[src/frp_pkg.sv]
// Package holding constants shared by both ends of the read-parameter link.
package frp_pkg;
   // -----------------------------------------------------------------
   // Instruction codes
   // -----------------------------------------------------------------
   localparam logic [7:0] OP_SET_PERSIST  = 8'h65;
   localparam logic [7:0] OP_SET_WORK_A   = 8'hC0;
   localparam logic [7:0] OP_SET_WORK_B   = 8'h63;
   localparam logic [7:0] OP_FAST         = 8'h0B;
   localparam logic [7:0] OP_FAST_DTR     = 8'h0D;
   localparam logic [7:0] OP_DUAL_OUT     = 8'h3B;
   localparam logic [7:0] OP_DUAL_IO      = 8'hBB;
   localparam logic [7:0] OP_DUAL_IO_DTR  = 8'hBD;
   localparam logic [7:0] OP_QUAD_OUT     = 8'h6B;
   localparam logic [7:0] OP_QUAD_IO      = 8'hEB;
   localparam logic [7:0] OP_QUAD_IO_DTR  = 8'hED;
   localparam logic [7:0] OP_UNIQUE_ID    = 8'h4B;
   localparam logic [7:0] OP_INFO_ROW     = 8'h68;
   // -----------------------------------------------------------------
   // Read-parameter field layout and reset value
   // -----------------------------------------------------------------
   localparam int         PIN_SEL_BIT     = 7;
   localparam int         DUMMY_HI        = 6;
   localparam int         DUMMY_LO        = 3;
   localparam int         WRAP_EN_BIT     = 2;
   localparam int         BURST_HI        = 1;
   localparam int         BURST_LO        = 0;
   localparam logic [7:0] PARAM_RESET     = 8'h00;
   // -----------------------------------------------------------------
   // Default dummy counts when the field is zero
   // -----------------------------------------------------------------
   localparam logic [3:0] DUMMY_FAST_SPI  = 4'h8;
   localparam logic [3:0] DUMMY_FAST_QUAD = 4'h6;
   localparam logic [3:0] DUMMY_DUAL_OUT  = 4'h8;
   localparam logic [3:0] DUMMY_DUAL_IO   = 4'h4;
   localparam logic [3:0] DUMMY_QUAD_OUT  = 4'h8;
   localparam logic [3:0] DUMMY_QUAD_IO   = 4'h6;
   // -----------------------------------------------------------------
   // Host register map over APB
   // -----------------------------------------------------------------
   localparam logic [7:0] REG_CTRL        = 8'h00;
   localparam logic [7:0] REG_STATUS      = 8'h04;
   localparam int         CTRL_GO_BIT     = 8;
   localparam int         CTRL_WORK_BIT   = 9;
   localparam int         CLK_DIV         = 4;
   localparam int         FRAME_BITS      = 16;
endpackage : frp_pkg

[src/frp_link_if.sv]
// Interface joining the host controller and the flash read-parameter block.
`timescale 1ns/1ns
interface frp_link_if;
   logic sck;
   logic cs_b;
   logic mosi;
   modport host (output sck, output cs_b, output mosi);
   modport dev  (input sck, input cs_b, input mosi);
endinterface : frp_link_if

[src/frp_device.sv]
// Flash read-parameter register pair with serial set-parameter decode.
//
// Our own choices: the APB slave port and the placing of the registers.
`timescale 1ns/1ns
// Overview of operation
// - Persistent and working copies; working one governs
// - Power-up copies persistent into working
// - Pin select bit picks pause or reset
// - Quad enable or quad mode: data line
// - Dedicated reset pin, unless disabled, forces pause role
// - Dummy field 1..15 gives that count
// - Dummy zero uses per-command defaults
// - Burst code maps 8/16/32/64 bytes
// - Wrap bit chooses wrap or whole array
// - 65h writes persistent, C0h/63h writes working
// - All bits reset to zero
// - Host provides enough dummy cycles
// - Host avoids mode and dummy contention
// - Dual double-rate read only in SPI
// - ID and info-row reads follow fast read
// - Quad enable turns pins into data lines
module frp_device (
   // System
   input  wire logic       clk,
   input  wire logic       rst_b,
   input  wire logic       power_up,
   // Link
   frp_link_if.dev         link,
   // Mode inputs
   input  wire logic       quad_lines_enable,
   input  wire logic       quad_command_mode,
   input  wire logic       has_dedicated_reset,
   input  wire logic       dedicated_reset_disable,
   input  wire logic [7:0] read_opcode,
   // Settings out
   output logic [7:0]      persist_q,
   output logic [7:0]      working_q,
   output logic            pin_is_reset,
   output logic            pin_is_pause,
   output logic            pin_is_data_line_3,
   output logic            wp_is_data_line_2,
   output logic [3:0]      read_dummy,
   output logic [6:0]      burst_bytes,
   output logic            wrap_active,
   output logic            opcode_legal
);
   // -----------------------------------------------------------------
   // Link synchronisers and edge detect
   // -----------------------------------------------------------------
   logic [1:0] sck_s_q, cs_s_q, mosi_s_q;
   logic       sck_d1_q;
   always_ff @(posedge clk or negedge rst_b) begin
      if (!rst_b) begin
         sck_s_q  <= 2'h0;
         cs_s_q   <= 2'h3;
         mosi_s_q <= 2'h0;
         sck_d1_q <= 1'b0;
      end else begin
         sck_s_q  <= {sck_s_q[0], link.sck};
         cs_s_q   <= {cs_s_q[0], link.cs_b};
         mosi_s_q <= {mosi_s_q[0], link.mosi};
         sck_d1_q <= sck_s_q[1];
      end
   end
   logic sck_rise;
   assign sck_rise = sck_s_q[1] & ~sck_d1_q;
   // -----------------------------------------------------------------
   // Frame shifter: opcode byte then parameter byte
   // -----------------------------------------------------------------
   logic [15:0] shift_q;
   logic [4:0]  cnt_q;
   always_ff @(posedge clk or negedge rst_b) begin
      if (!rst_b) begin
         shift_q <= 16'h0000;
         cnt_q   <= 5'h00;
      end else if (cs_s_q[1]) begin
         cnt_q <= 5'h00;
      end else if (sck_rise && cnt_q != 5'(frp_pkg::FRAME_BITS)) begin
         shift_q <= {shift_q[14:0], mosi_s_q[1]};
         cnt_q   <= cnt_q + 5'h01;
      end
   end
   logic frame_done;
   assign frame_done = sck_rise && cnt_q == 5'(frp_pkg::FRAME_BITS - 1);
   logic [7:0] op_w;
   assign op_w = shift_q[14:7];
   logic [7:0] data_w;
   assign data_w = {shift_q[6:0], mosi_s_q[1]};
   // -----------------------------------------------------------------
   // Register pair
   // -----------------------------------------------------------------
   always_ff @(posedge clk or negedge rst_b) begin
      if (!rst_b) begin
         persist_q <= frp_pkg::PARAM_RESET;
      end else if (frame_done && op_w == frp_pkg::OP_SET_PERSIST) begin
         persist_q <= data_w;
      end
   end
   always_ff @(posedge clk or negedge rst_b) begin
      if (!rst_b) begin
         working_q <= frp_pkg::PARAM_RESET;
      end else if (power_up) begin
         working_q <= persist_q;
      end else if (frame_done && (op_w == frp_pkg::OP_SET_WORK_A || op_w == frp_pkg::OP_SET_WORK_B)) begin
         working_q <= data_w;
      end
   end
   // -----------------------------------------------------------------
   // Pin role decode from working copy
   // -----------------------------------------------------------------
   logic quad_pins;
   assign quad_pins = quad_lines_enable | quad_command_mode;
   assign pin_is_data_line_3 = quad_pins;
   assign wp_is_data_line_2  = quad_lines_enable;
   assign pin_is_reset = !quad_pins && working_q[frp_pkg::PIN_SEL_BIT]
                         && !(has_dedicated_reset && !dedicated_reset_disable);
   assign pin_is_pause = !quad_pins && !pin_is_reset;
   // -----------------------------------------------------------------
   // Dummy count and burst decode
   // -----------------------------------------------------------------
   function automatic logic [3:0] frp_default_dummy(input logic [7:0] op, input logic qmode);
      case (op)
         frp_pkg::OP_FAST, frp_pkg::OP_FAST_DTR,
         frp_pkg::OP_UNIQUE_ID, frp_pkg::OP_INFO_ROW:
            frp_default_dummy = qmode ? frp_pkg::DUMMY_FAST_QUAD : frp_pkg::DUMMY_FAST_SPI;
         frp_pkg::OP_DUAL_OUT:                  frp_default_dummy = frp_pkg::DUMMY_DUAL_OUT;
         frp_pkg::OP_DUAL_IO, frp_pkg::OP_DUAL_IO_DTR: frp_default_dummy = frp_pkg::DUMMY_DUAL_IO;
         frp_pkg::OP_QUAD_OUT:                  frp_default_dummy = frp_pkg::DUMMY_QUAD_OUT;
         frp_pkg::OP_QUAD_IO, frp_pkg::OP_QUAD_IO_DTR: frp_default_dummy = frp_pkg::DUMMY_QUAD_IO;
         default:                               frp_default_dummy = frp_pkg::DUMMY_FAST_SPI;
      endcase
   endfunction
   logic [3:0] dummy_field;
   assign dummy_field = working_q[frp_pkg::DUMMY_HI:frp_pkg::DUMMY_LO];
   assign read_dummy  = (dummy_field != 4'h0) ? dummy_field
                        : frp_default_dummy(read_opcode, quad_command_mode);
   assign burst_bytes = 7'h08 << working_q[frp_pkg::BURST_HI:frp_pkg::BURST_LO];
   assign wrap_active = working_q[frp_pkg::WRAP_EN_BIT];
   assign opcode_legal = !(quad_command_mode && read_opcode == frp_pkg::OP_DUAL_IO_DTR);
endmodule // frp_device

[src/flat_wrapper.sv]
// flat-port wrapper written by rule: the top's interface ports become plain ports
module frp_device_flat 
  (clk, rst_b, power_up, quad_lines_enable, quad_command_mode, has_dedicated_reset, dedicated_reset_disable, read_opcode, persist_q, working_q, pin_is_reset, pin_is_pause, pin_is_data_line_3, wp_is_data_line_2, read_dummy, burst_bytes, wrap_active, opcode_legal, link_sck, link_cs_b, link_mosi);
  frp_link_if link_i ();
  input  wire logic clk;
  input  wire logic rst_b;
  input  wire logic power_up;
  input  wire logic quad_lines_enable;
  input  wire logic quad_command_mode;
  input  wire logic has_dedicated_reset;
  input  wire logic dedicated_reset_disable;
  input  wire logic [7:0] read_opcode;
  output logic [7:0] persist_q;
  output logic [7:0] working_q;
  output logic pin_is_reset;
  output logic pin_is_pause;
  output logic pin_is_data_line_3;
  output logic wp_is_data_line_2;
  output logic [3:0] read_dummy;
  output logic [6:0] burst_bytes;
  output logic wrap_active;
  output logic opcode_legal;
  input wire logic [$bits(link_i.sck)-1:0] link_sck;
  input wire logic [$bits(link_i.cs_b)-1:0] link_cs_b;
  input wire logic [$bits(link_i.mosi)-1:0] link_mosi;
  assign link_i.sck = link_sck;
  assign link_i.cs_b = link_cs_b;
  assign link_i.mosi = link_mosi;
  frp_device u_core (.clk(clk), .rst_b(rst_b), .power_up(power_up), .link(link_i), .quad_lines_enable(quad_lines_enable), .quad_command_mode(quad_command_mode), .has_dedicated_reset(has_dedicated_reset), .dedicated_reset_disable(dedicated_reset_disable), .read_opcode(read_opcode), .persist_q(persist_q), .working_q(working_q), .pin_is_reset(pin_is_reset), .pin_is_pause(pin_is_pause), .pin_is_data_line_3(pin_is_data_line_3), .wp_is_data_line_2(wp_is_data_line_2), .read_dummy(read_dummy), .burst_bytes(burst_bytes), .wrap_active(wrap_active), .opcode_legal(opcode_legal));
endmodule
[config.mk]
export PLATFORM = sky130hd
export DESIGN_NAME = frp_device_flat
export DESIGN_NICKNAME = d
export VERILOG_FILES = /design/src/frp_pkg.sv /design/src/frp_link_if.sv /design/src/frp_device.sv /design/src/flat_wrapper.sv
export SDC_FILE = /design/constraint.sdc
export NUM_CORES = 1
export LEC_CHECK = 0
export BUFFER_PORTS_ARGS = -buffer_cell sky130_fd_sc_hd__buf_4
export CAP_MARGIN = 10
export CORE_UTILIZATION = 45
export CTS_CLUSTER_DIAMETER = 60
export DETAILED_ROUTE_END_ITERATION = 10
export PLACE_DENSITY_LB_ADDON = 0.12
export SKIP_LAST_GASP = 1
export SYNTH_ARGS = -nofsm -noshare
export SYNTH_HDL_FRONTEND = slang
export SYNTH_SLANG_ARGS = --single-unit
[constraint.sdc]
create_clock -name clk -period 4.1 [get_ports clk]
set_clock_uncertainty 0.15 [all_clocks]
set_input_delay 0.205 -clock clk [delete_from_list [all_inputs] [get_ports clk]]
set_output_delay 0.205 -clock clk [all_outputs]
set_load 0.005 [all_outputs]
# Word level (Yosys, flattened, before mapping)
# Index checks and enable logic that the tools add are counted.
[totals] wordCells=56 out_inout_bits=33 ff_bits=43 in_bits=18
[classes] shifts=1 n_addsub=1 n_reduce_logical=22 n_bitwise=4 n_eq_ne=13 muxes=7
[op_table] operator="== test 8 bit, second input constant" n=5
[op_table] operator="== test 8 x 7 -> 1 bit, second input constant" n=4
[op_table] operator="== test 8 x 4 -> 1 bit, second input constant" n=2
[op_table] operator="2-to-1 mux 8 bit" n=2
[op_table] operator="case mux 4 bit (3 select lines)" n=1
[op_table] operator="2-to-1 mux 5 bit" n=2
[op_table] operator="logical AND 1 bit" n=9
[op_table] operator="2-to-1 mux 4 bit" n=2
[op_table] operator="left shift 4 x 2 -> 7 bit, first input constant" n=1
[op_table] operator="adder 5 x 1 -> 5 bit, second input constant" n=1
[op_table] operator="== test 5 x 4 -> 1 bit, second input constant" n=1
[op_table] operator="logical NOT 1 bit" n=5
[op_table] operator="!= test 5 bit, second input constant" n=1
[op_table] operator="nonzero test 2 bit" n=2
[op_table] operator="nonzero test 4 bit" n=1
[op_table] operator="OR reduction 2 bit" n=2
[op_table] operator="OR reduction 4 bit" n=1
[op_table] operator="inverter 1 bit" n=2
[op_table] operator="AND reduction 2 bit" n=1
[op_table] operator="bitwise AND 1 bit" n=1
[op_table] operator="logical OR 1 bit" n=1
[op_table] operator="OR 1 bit" n=1

# Depth between registers and ports, before layout
# Gate-level depths: netlist of run 1.
[logic_depth] depth_word=6 ltp_mapped=8 depth_no_buf=7

# Least setup slack after synthesis of run 1
# OpenSTA, ideal clock, no wires.
[synth_timing] kind="reg-to-reg" startpoint="reg u_core.shift_q[8]" endpoint="reg u_core.working_q[5]" path_buffers=0 stages_incl_launch_ff=5 path_slack_ns=1.914 setup_time_ns=0.132 t_arrival_ns=1.905 synth_period_minus_slack_ns=2.186 t_required_ns=3.818 path_cell_list="dfrtp_1 or4b_4 a2111oi_4 mux2i_1 o21ai_1"
[synth_between] elab_chain_cells=4 elab_cells_between_ends=5 cone_classes="2 x eq/ne; 3 x reduce/logical"
[synth_lines] item="from (decl)" line_no="frp_device.sv:70" source="logic [15:0] shift_q;"
[synth_lines] item="from (signal assigned)" line_no="frp_device.sv:79" source="shift_q <= {shift_q[14:0], mosi_s_q[1]};"
[synth_lines] item="== test 8 bit or == test 8 x 7 -> 1 bit (tied branches)" line_no="frp_device.sv:104" source="end else if (frame_done && (op_w == frp_pkg::OP_SET_WORK_A || op_w == frp_pkg::OP_SET_WORK_B)) begin"
[synth_lines] item="logical OR 1 bit *" line_no="frp_device.sv:104"
[synth_lines] item="logical AND 1 bit *" line_no="frp_device.sv:104"
[synth_lines] item="nonzero test 2 bit (no line) *"
[synth_lines] item="to (signal assigned)" line_no="frp_device.sv:101" source="working_q <= frp_pkg::PARAM_RESET;"
[synth_lines] item="to (signal assigned)" line_no="frp_device.sv:103" source="working_q <= persist_q;"
[synth_lines] item="to (signal assigned)" line_no="frp_device.sv:105" source="working_q <= data_w;"
[synth_lines] item="to (decl)" line_no="frp_device.sv:37" source="output logic [7:0] working_q,"
# Mark *: on every way between the ends. The rest lies on a longest branch, timed or not.
# A chain may end at the register's enable or synchronous reset.

# Worst setup path after layout of run 1
[layout_timing] startpoint="reg u_core.cnt_q[0]" endpoint="reg u_core.working_q[1]"
[layout_between] elab_chain_cells=4
[layout_lines] item="from (decl)" line_no="frp_device.sv:71" source="logic [4:0] cnt_q;"
[layout_lines] item="from (signal assigned)" line_no="frp_device.sv:80" source="cnt_q <= cnt_q + 5'h01;"
[layout_lines] item="== test 5 x 4 -> 1 bit" line_no="frp_device.sv:84" source="assign frame_done = sck_rise && cnt_q == 5'(frp_pkg::FRAME_BITS - 1);"
[layout_lines] item="logical AND 1 bit" line_no="frp_device.sv:84"
[layout_lines] item="logical AND 1 bit" line_no="frp_device.sv:104"
[layout_lines] item="nonzero test 2 bit (no line)"
# Every way passes these cells.

==> results.toml, run 1 <==
[clock_network]
clk_latency_ps = 280
clock-root-buffer = "clkbuf_8"
hold_buffers = 4
clkTransAtPathRegs_ps = 70
cts_setup_buffers = 0
ctsResizeCount = 0
clk_path_buf_depth = 2
cts.sinks = 43
htree_levels = 2
cts_buffers = 5
cts_tree = "done"

[detailed_routing]
viasPerCell = 5.23
ant_nets = 0
drcViolationCount = 0
via_count = 1416
wl_per_cell_um = 13.4
initialDrtViolationCount = 37
wirelength_um = 3640
firstDrtPassIters = 4

[place]
gp_congestion = 0.757
place_ws_ps = 1700
dpl-instance-area_um2 = 2370
dpl.hpwl_um = 2590
portBuffers = 47

[global_route]
antenna_found_initial = 0
first_global_vias = 1383
grt_overflow = 0
grt_max_degree = 44
grt_pass1_wl_um = 6080
grt_usage = 0.179

[synthesis]
seq_area_frac_synth = 0.541
synth_top_area_share = 0.515
synth_flop_cell = "dfrtp_1"
synth_edf_count = 0
synth.area.top_cells = "dfrtp_1 51%, mux2_2 13%, mux2i_1 4.0%, dfstp_2 2.6%, nand2_1 2.3%"
ys_types = 40
yosysTopAreaCell = "dfrtp_1"
avgSynthCellArea_um2 = 11.8
syn_area_um2 = 1990
synth_warnings = 0
synthCells = 169
synth-seq-cells = 43
async_flop_share = 1.00

[cells_and_area]
final_util = 0.609
antennaDiodeCount = 0
drive_above_1_share = 0.389
fillers = 329
fin_nets = 241
final_common_cell = "buf_4"
most-common-layout-cells = "48 x buf_4, 41 x dfrtp_1, 23 x mux2_2"
design_area_um2 = 2510
syn2layout_area_growth_pct = 25.7

[critical_path]
critPathLaunch = "u_core.cnt_q[0]$_DFFE_PN0P_"
cp_slowest_cell = "a2111oi_4"
r2r_start = "u_core.cnt_q[0]$_DFFE_PN0P_"
endpoint_kind = "register"
worstPathArrival_ps = 2450
cp_cell_sequence = "ha_1 -> and3_1 -> ha_1 -> nand4b_1 -> a2111oi_4 -> mux2i_1 -> o21ai_1"
cpMostUsedCell = "ha_1"
crit_fanout = 8
path_class = "reg -> reg"
crit_path_start_kind = "register"
critPathMaxStageDelay_ps = 770
required_ps = 4120

[hold_path]
hold_path_startpoint = "power_up"
min_path_type = "in -> reg"

[sta]
slew_violations = 0
slew_headroom = 0.445
timing.final.crit_period_ps = 2430
layout_setup_ws_ps = 1670
fmax_mhz = 411
rsz0062_at_grt = "no"
worst_pin_slew_ps = 832
fin_tns_setup_ps = 0
setup_violations = 0
hold_viol = 0
finalCritPeriodShare = 0.593

[power]
total_power_mw = 0.880
p_per_area_nw_per_um2 = 351
leakage_nw = 1.18
ir_drop_v = 0.000296

[floorplan]
die_area_um2 = 4700
coreArea_um2 = 4120
chipWidth_um = 68.6
placementRows = 23
die_h_um = 68.6
initial_core_util = 0.484
io_pins = 51

[run_status]
status = "complete, no violations"

[job]
drv_cap = 0
[metal layers]
layer	wire (um)	track usage
met5	0	0
met4	51	0.0885
met3	196	0.0378
met2	1700	0.297
met1	1690	0.220
[logic make-up (layout without fill, tap and decap cells)]
group | after synthesis | count (layout) | synth area share
xor+xnor | 4 | 4 | 0.0176
compound gates | 19 | 19 | 0.0665
fa+ha+maj | 3 | 3 | 0.0188
flops | 43 | 43 | 0.541
mux | 31 | 31 | 0.170
buf+inv | 16 | 66 | 0.0402
other cells | 1 | 3 | 0.00188
simple gates | 52 | 52 | 0.144
[synthesized netlist by cell type, types with 2 or more instances]
| master | count |
|---|---|
| clkbuf_1 | 3 |
| dfrtp_1 | 41 |
| o21ai_1 | 8 |
| nor2b_1 | 6 |
| or2_2 | 2 |
| nand4_1 | 2 |
| nand2b_1 | 2 |
| xnor2_1 | 2 |
| dfstp_2 | 2 |
| ha_1 | 3 |
| nor2_1 | 12 |
| a31oi_1 | 2 |
| buf_4 | 5 |
| mux2_2 | 23 |
| nor4_1 | 2 |
| nand4b_1 | 2 |
| and2_1 | 2 |
| mux2i_1 | 8 |
| a21oi_1 | 3 |
| nand3_1 | 2 |
| nand2_1 | 12 |
| xor2_1 | 2 |
| inv_1 | 6 |
[where the power goes]
part	total [mW]	switching, mW	internal [mW]
sequential	0.506	0.0403	0.466
clock	0.282	0.128	0.154
combinational	0.0926	0.0372	0.0554
[final timing paths]
| path | slack (ps) | end | cells after the start |
|---|---|---|---|
| min in group asynchronous | 290 | u_core.shift_q[7]$_DFFE_PN0P_ | 2 |
| hold reg to reg | 210 | u_core.sck_s_q[1]$_DFF_PN0_ | 0 |
| max in group asynchronous | 3140 | u_core.cs_s_q[0]$_DFF_PN1_ | 2 |
| setup / recovery | 1670 | u_core.working_q[1]$_DFFE_PN0P_ | 7 |
| hold / removal | 80 | u_core.working_q[5]$_DFFE_PN0P_ | 2 |
| setup reg to reg | 1670 | u_core.working_q[1]$_DFFE_PN0P_ | 7 |
[registers in the layout, indices dropped and copies added, names as in the netlist]
name and cells:
u_core.shift_q 15, u_core.mosi_s_q 2, u_core.sck_d1_q 1, u_core.sck_s_q 2, u_core.cs_s_q 2, u_core.cnt_q 5
u_core.persist_q 8, u_core.working_q 8
[final cells by class]
type	count	area (um2)	area share
well taps	50	62.6	0.0250
inverters	6	22.5	0.00899
flip-flops and latches	43	1080	0.430
repair buffers	52	400	0.160
clock buffers	8	100	0.0399
multi-input cells	112	842	0.336
[critical path, delay by kind of cell (launching register included)]
| kind | cells | cell delay, ps |
|---|---|---|
| AOI/OAI and AO/OA | 2 | 840 |
| DFF | 1 | 410 |
| adders and majority gates | 2 | 320 |
| and+or+nand+nor | 2 | 320 |
| muxes | 1 | 280 |
[metrics by stage]
step           hold slack, ps  std cells
6_report                 79.6        271
5_1_grt                  94.7        271
4_1_cts                  66.9        271
3_5_place_dp             67.9        259
3_3_place_gp             65.9        259
2_1_floorplan            -241        171
Note: power is estimated with default switching activity, not from simulation.
==> inputs of run 2 (changes only) <==
- ABC_AREA: default -> 1
- clock period: 4.1 -> 2.3 ns (I/O delays scaled with it)
==> run 2 against run 1 <==
Effect of this change: non-clock buffer count grew 2; register-to-register slack got worse by 1100 ps; highest routed layer unchanged; via count up 23%; the run now ends with design-rule violations left; critical path type is now reg -> out; cell count is 36% higher; setup slack worse by 1100 ps; largest power group unchanged; cell area grew 6.2%; utilization fell by 1.4 points; synthesized area rose by 7.3%; total power increased by 93%; sequential power is 70% higher.
==> results.toml, run 2 <==
[critical_path]
required_ps = 2040
crit_path_start_kind = "register"
worstPathArrival_ps = 1470
crit_fanout = 4
endpoint_kind = "output pin"
path_class = "reg -> out"

[synthesis]
netlist_top_cells_count = "83 x nand2_1, 41 x dfrtp_1, 37 x inv_1, 23 x o21ai_0"
avgSynthCellArea_um2 = 8.10
seq_area_frac_synth = 0.504
async_flop_share = 1.00
synth_edf_count = 0
synth_warnings = 0
synthMostInstantiatedCell = "nand2_1"
synth.area.top_cells = "dfrtp_1 48%, nand2_1 15%, inv_1 6.5%, o21ai_0 5.4%, o21ai_2 3.3%"
synth-seq-cells = 43
synth_flop_cell = "dfrtp_1"
ys_types = 30
synthCells = 264
yosysTopAreaCell = "dfrtp_1"
synth_top_area_share = 0.480
syn_area_um2 = 2140

[place]
portBuffers = 47
dpl.hpwl_um = 2920
dpl-instance-area_um2 = 2510
place_inst = 356
gp_congestion = 0.747

[cells_and_area]
top_register = "u_core.shift_q"
stdcell_count = 368
most-common-layout-cells = "83 x nand2_1, 50 x buf_4, 41 x dfrtp_1"
syn2layout_area_growth_pct = 24.4
antennaDiodeCount = 0
drive_above_1_share = 0.253
largest_reg_flops = 15
final_common_cell = "nand2_1"
top_regs = "u_core.shift_q x15, u_core.persist_q x8, u_core.working_q x8"
design_area_um2 = 2660
fin_nets = 336

[global_route]
first_global_vias = 1693
grt_overflow = 0
grt_pass1_wl_um = 7020
grt_max_degree = 44
antenna_found_initial = 0
grt_usage = 0.176

[detailed_routing]
via_count = 1740
drcViolationCount = 4
wirelength_um = 3900
viasPerCell = 4.73
ant_nets = 0
wl_per_cell_um = 10.6
initialDrtViolationCount = 67
firstDrtPassIters = 7

[clock_network]
cts_buffers = 5
cts.sinks = 43
htree_levels = 2
clkTransAtPathRegs_ps = 80
clk_path_buf_depth = 2
cts_setup_buffers = 0
cts_tree = "done"
ctsResizeCount = 0
clock-root-buffer = "clkbuf_8"
clk_latency_ps = 290

[hold_path]
min_path_type = "in -> reg"

[floorplan]
die_h_um = 71.0
coreArea_um2 = 4470
die_area_um2 = 5030
chipWidth_um = 71.0
initial_core_util = 0.478
io_pins = 51
placementRows = 24

[power]
p_per_area_nw_per_um2 = 637
ir_drop_v = 0.000477
leakage_nw = 1.40

[job]
drv_cap = 0

[sta]
worst_pin_slew_ps = 526
fmax_mhz = 577
fin_tns_setup_ps = 0
timing.final.crit_period_ps = 1730
finalCritPeriodShare = 0.754
slew_violations = 0
rsz0062_at_grt = "no"
slew_headroom = 0.649
hold_viol = 0
setup_violations = 0

[run_status]
violations = "design-rule violations"
status = "finished with violations"
-- run 2: routing by layer --
metal | track usage | vias to the layer above | wire length [um]
li1 | - | 919 | -
met1 | 0.218 | 783 | 1850
met2 | 0.300 | 33 | 1810
met3 | 0.0399 | 5 | 182
met4 | 0.0667 | 0 | 57
met5 | 0 | - | 0
-- run 2: power breakdown --
part / internal (mW) / switching, mW / total, mW / leakage, nW
Sequential: 0.816 / 0.0437 / 0.860 / 0.572
Clock: 0.324 / 0.242 / 0.565 / 0.0514
Combinational: 0.127 / 0.144 / 0.271 / 0.777
-- run 2: final timing paths --
check / start / endpoint / slack, ps / depth (start not counted)
worst max-delay path: u_core.working_q[3]$_DFFE_PN0P_ / read_dummy[3] / 570 / 4
max in group asynchronous: rst_b / u_core.cs_s_q[0]$_DFF_PN1_ / 1420 / 2
worst min-delay path: power_up / u_core.working_q[4]$_DFFE_PN0P_ / 100 / 4
min in group asynchronous: rst_b / u_core.shift_q[11]$_DFFE_PN0P_ / 190 / 2
worst max register to register: u_core.cnt_q[0]$_DFFE_PN0P_ / u_core.persist_q[2]$_DFFE_PN0P_ / 570 / 10
worst min register to register: u_core.sck_s_q[0]$_DFF_PN0_ / u_core.sck_s_q[1]$_DFF_PN0_ / 210 / 0
-- run 2: logic make-up after synthesis --
group | after synthesis | synth area share
and+or+nand+nor | 128 | 0.267
buffers and inverters | 52 | 0.106
DFF | 43 | 0.504
AOI/OAI and AO/OA | 36 | 0.0994
adders and majority gates | 3 | 0.0175
xor gates and xnor gates | 1 | 0.00409
other | 1 | 0.00175
-- run 2: timing repair --
item	4_1_cts	5_1_grt
endpoints found under the hold margin	44	0
hold buffers	4	0
setup endpoints to repair	0	0
-- run 2: area by class of cell --
| cell class | count | area, um2 |
|---|---|---|
| flip-flops and latches | 43 | 1080 |
| well taps | 52 | 65.1 |
| multi-input cells | 171 | 842 |
| clock buffers | 6 | 72.6 |
| fillers | 399 | 1810 |
| clock inverters | 2 | 37.5 |
| repair buffers | 54 | 415 |
| inverters | 40 | 150 |
-- run 2: worst max-delay path, stage by stage, from the launching register on --
cell     delay (ps)
dfrtp_1         420
nor4_1          450
nand3_1         130
nand2_1          80
buf_4           100
-- run 2: through the flow --
step                      power, mW  utilization  hold WS [ps]  worst slack [ps]
after floorplan                1.02            -          -331               654
after global placement         1.14        0.561         -9.40               602
after detailed placement       1.15        0.561         -15.0               586
after CTS                      1.72        0.595          98.7               542
after global routing           1.79        0.595           132               401
final                          1.70        0.595           105               566
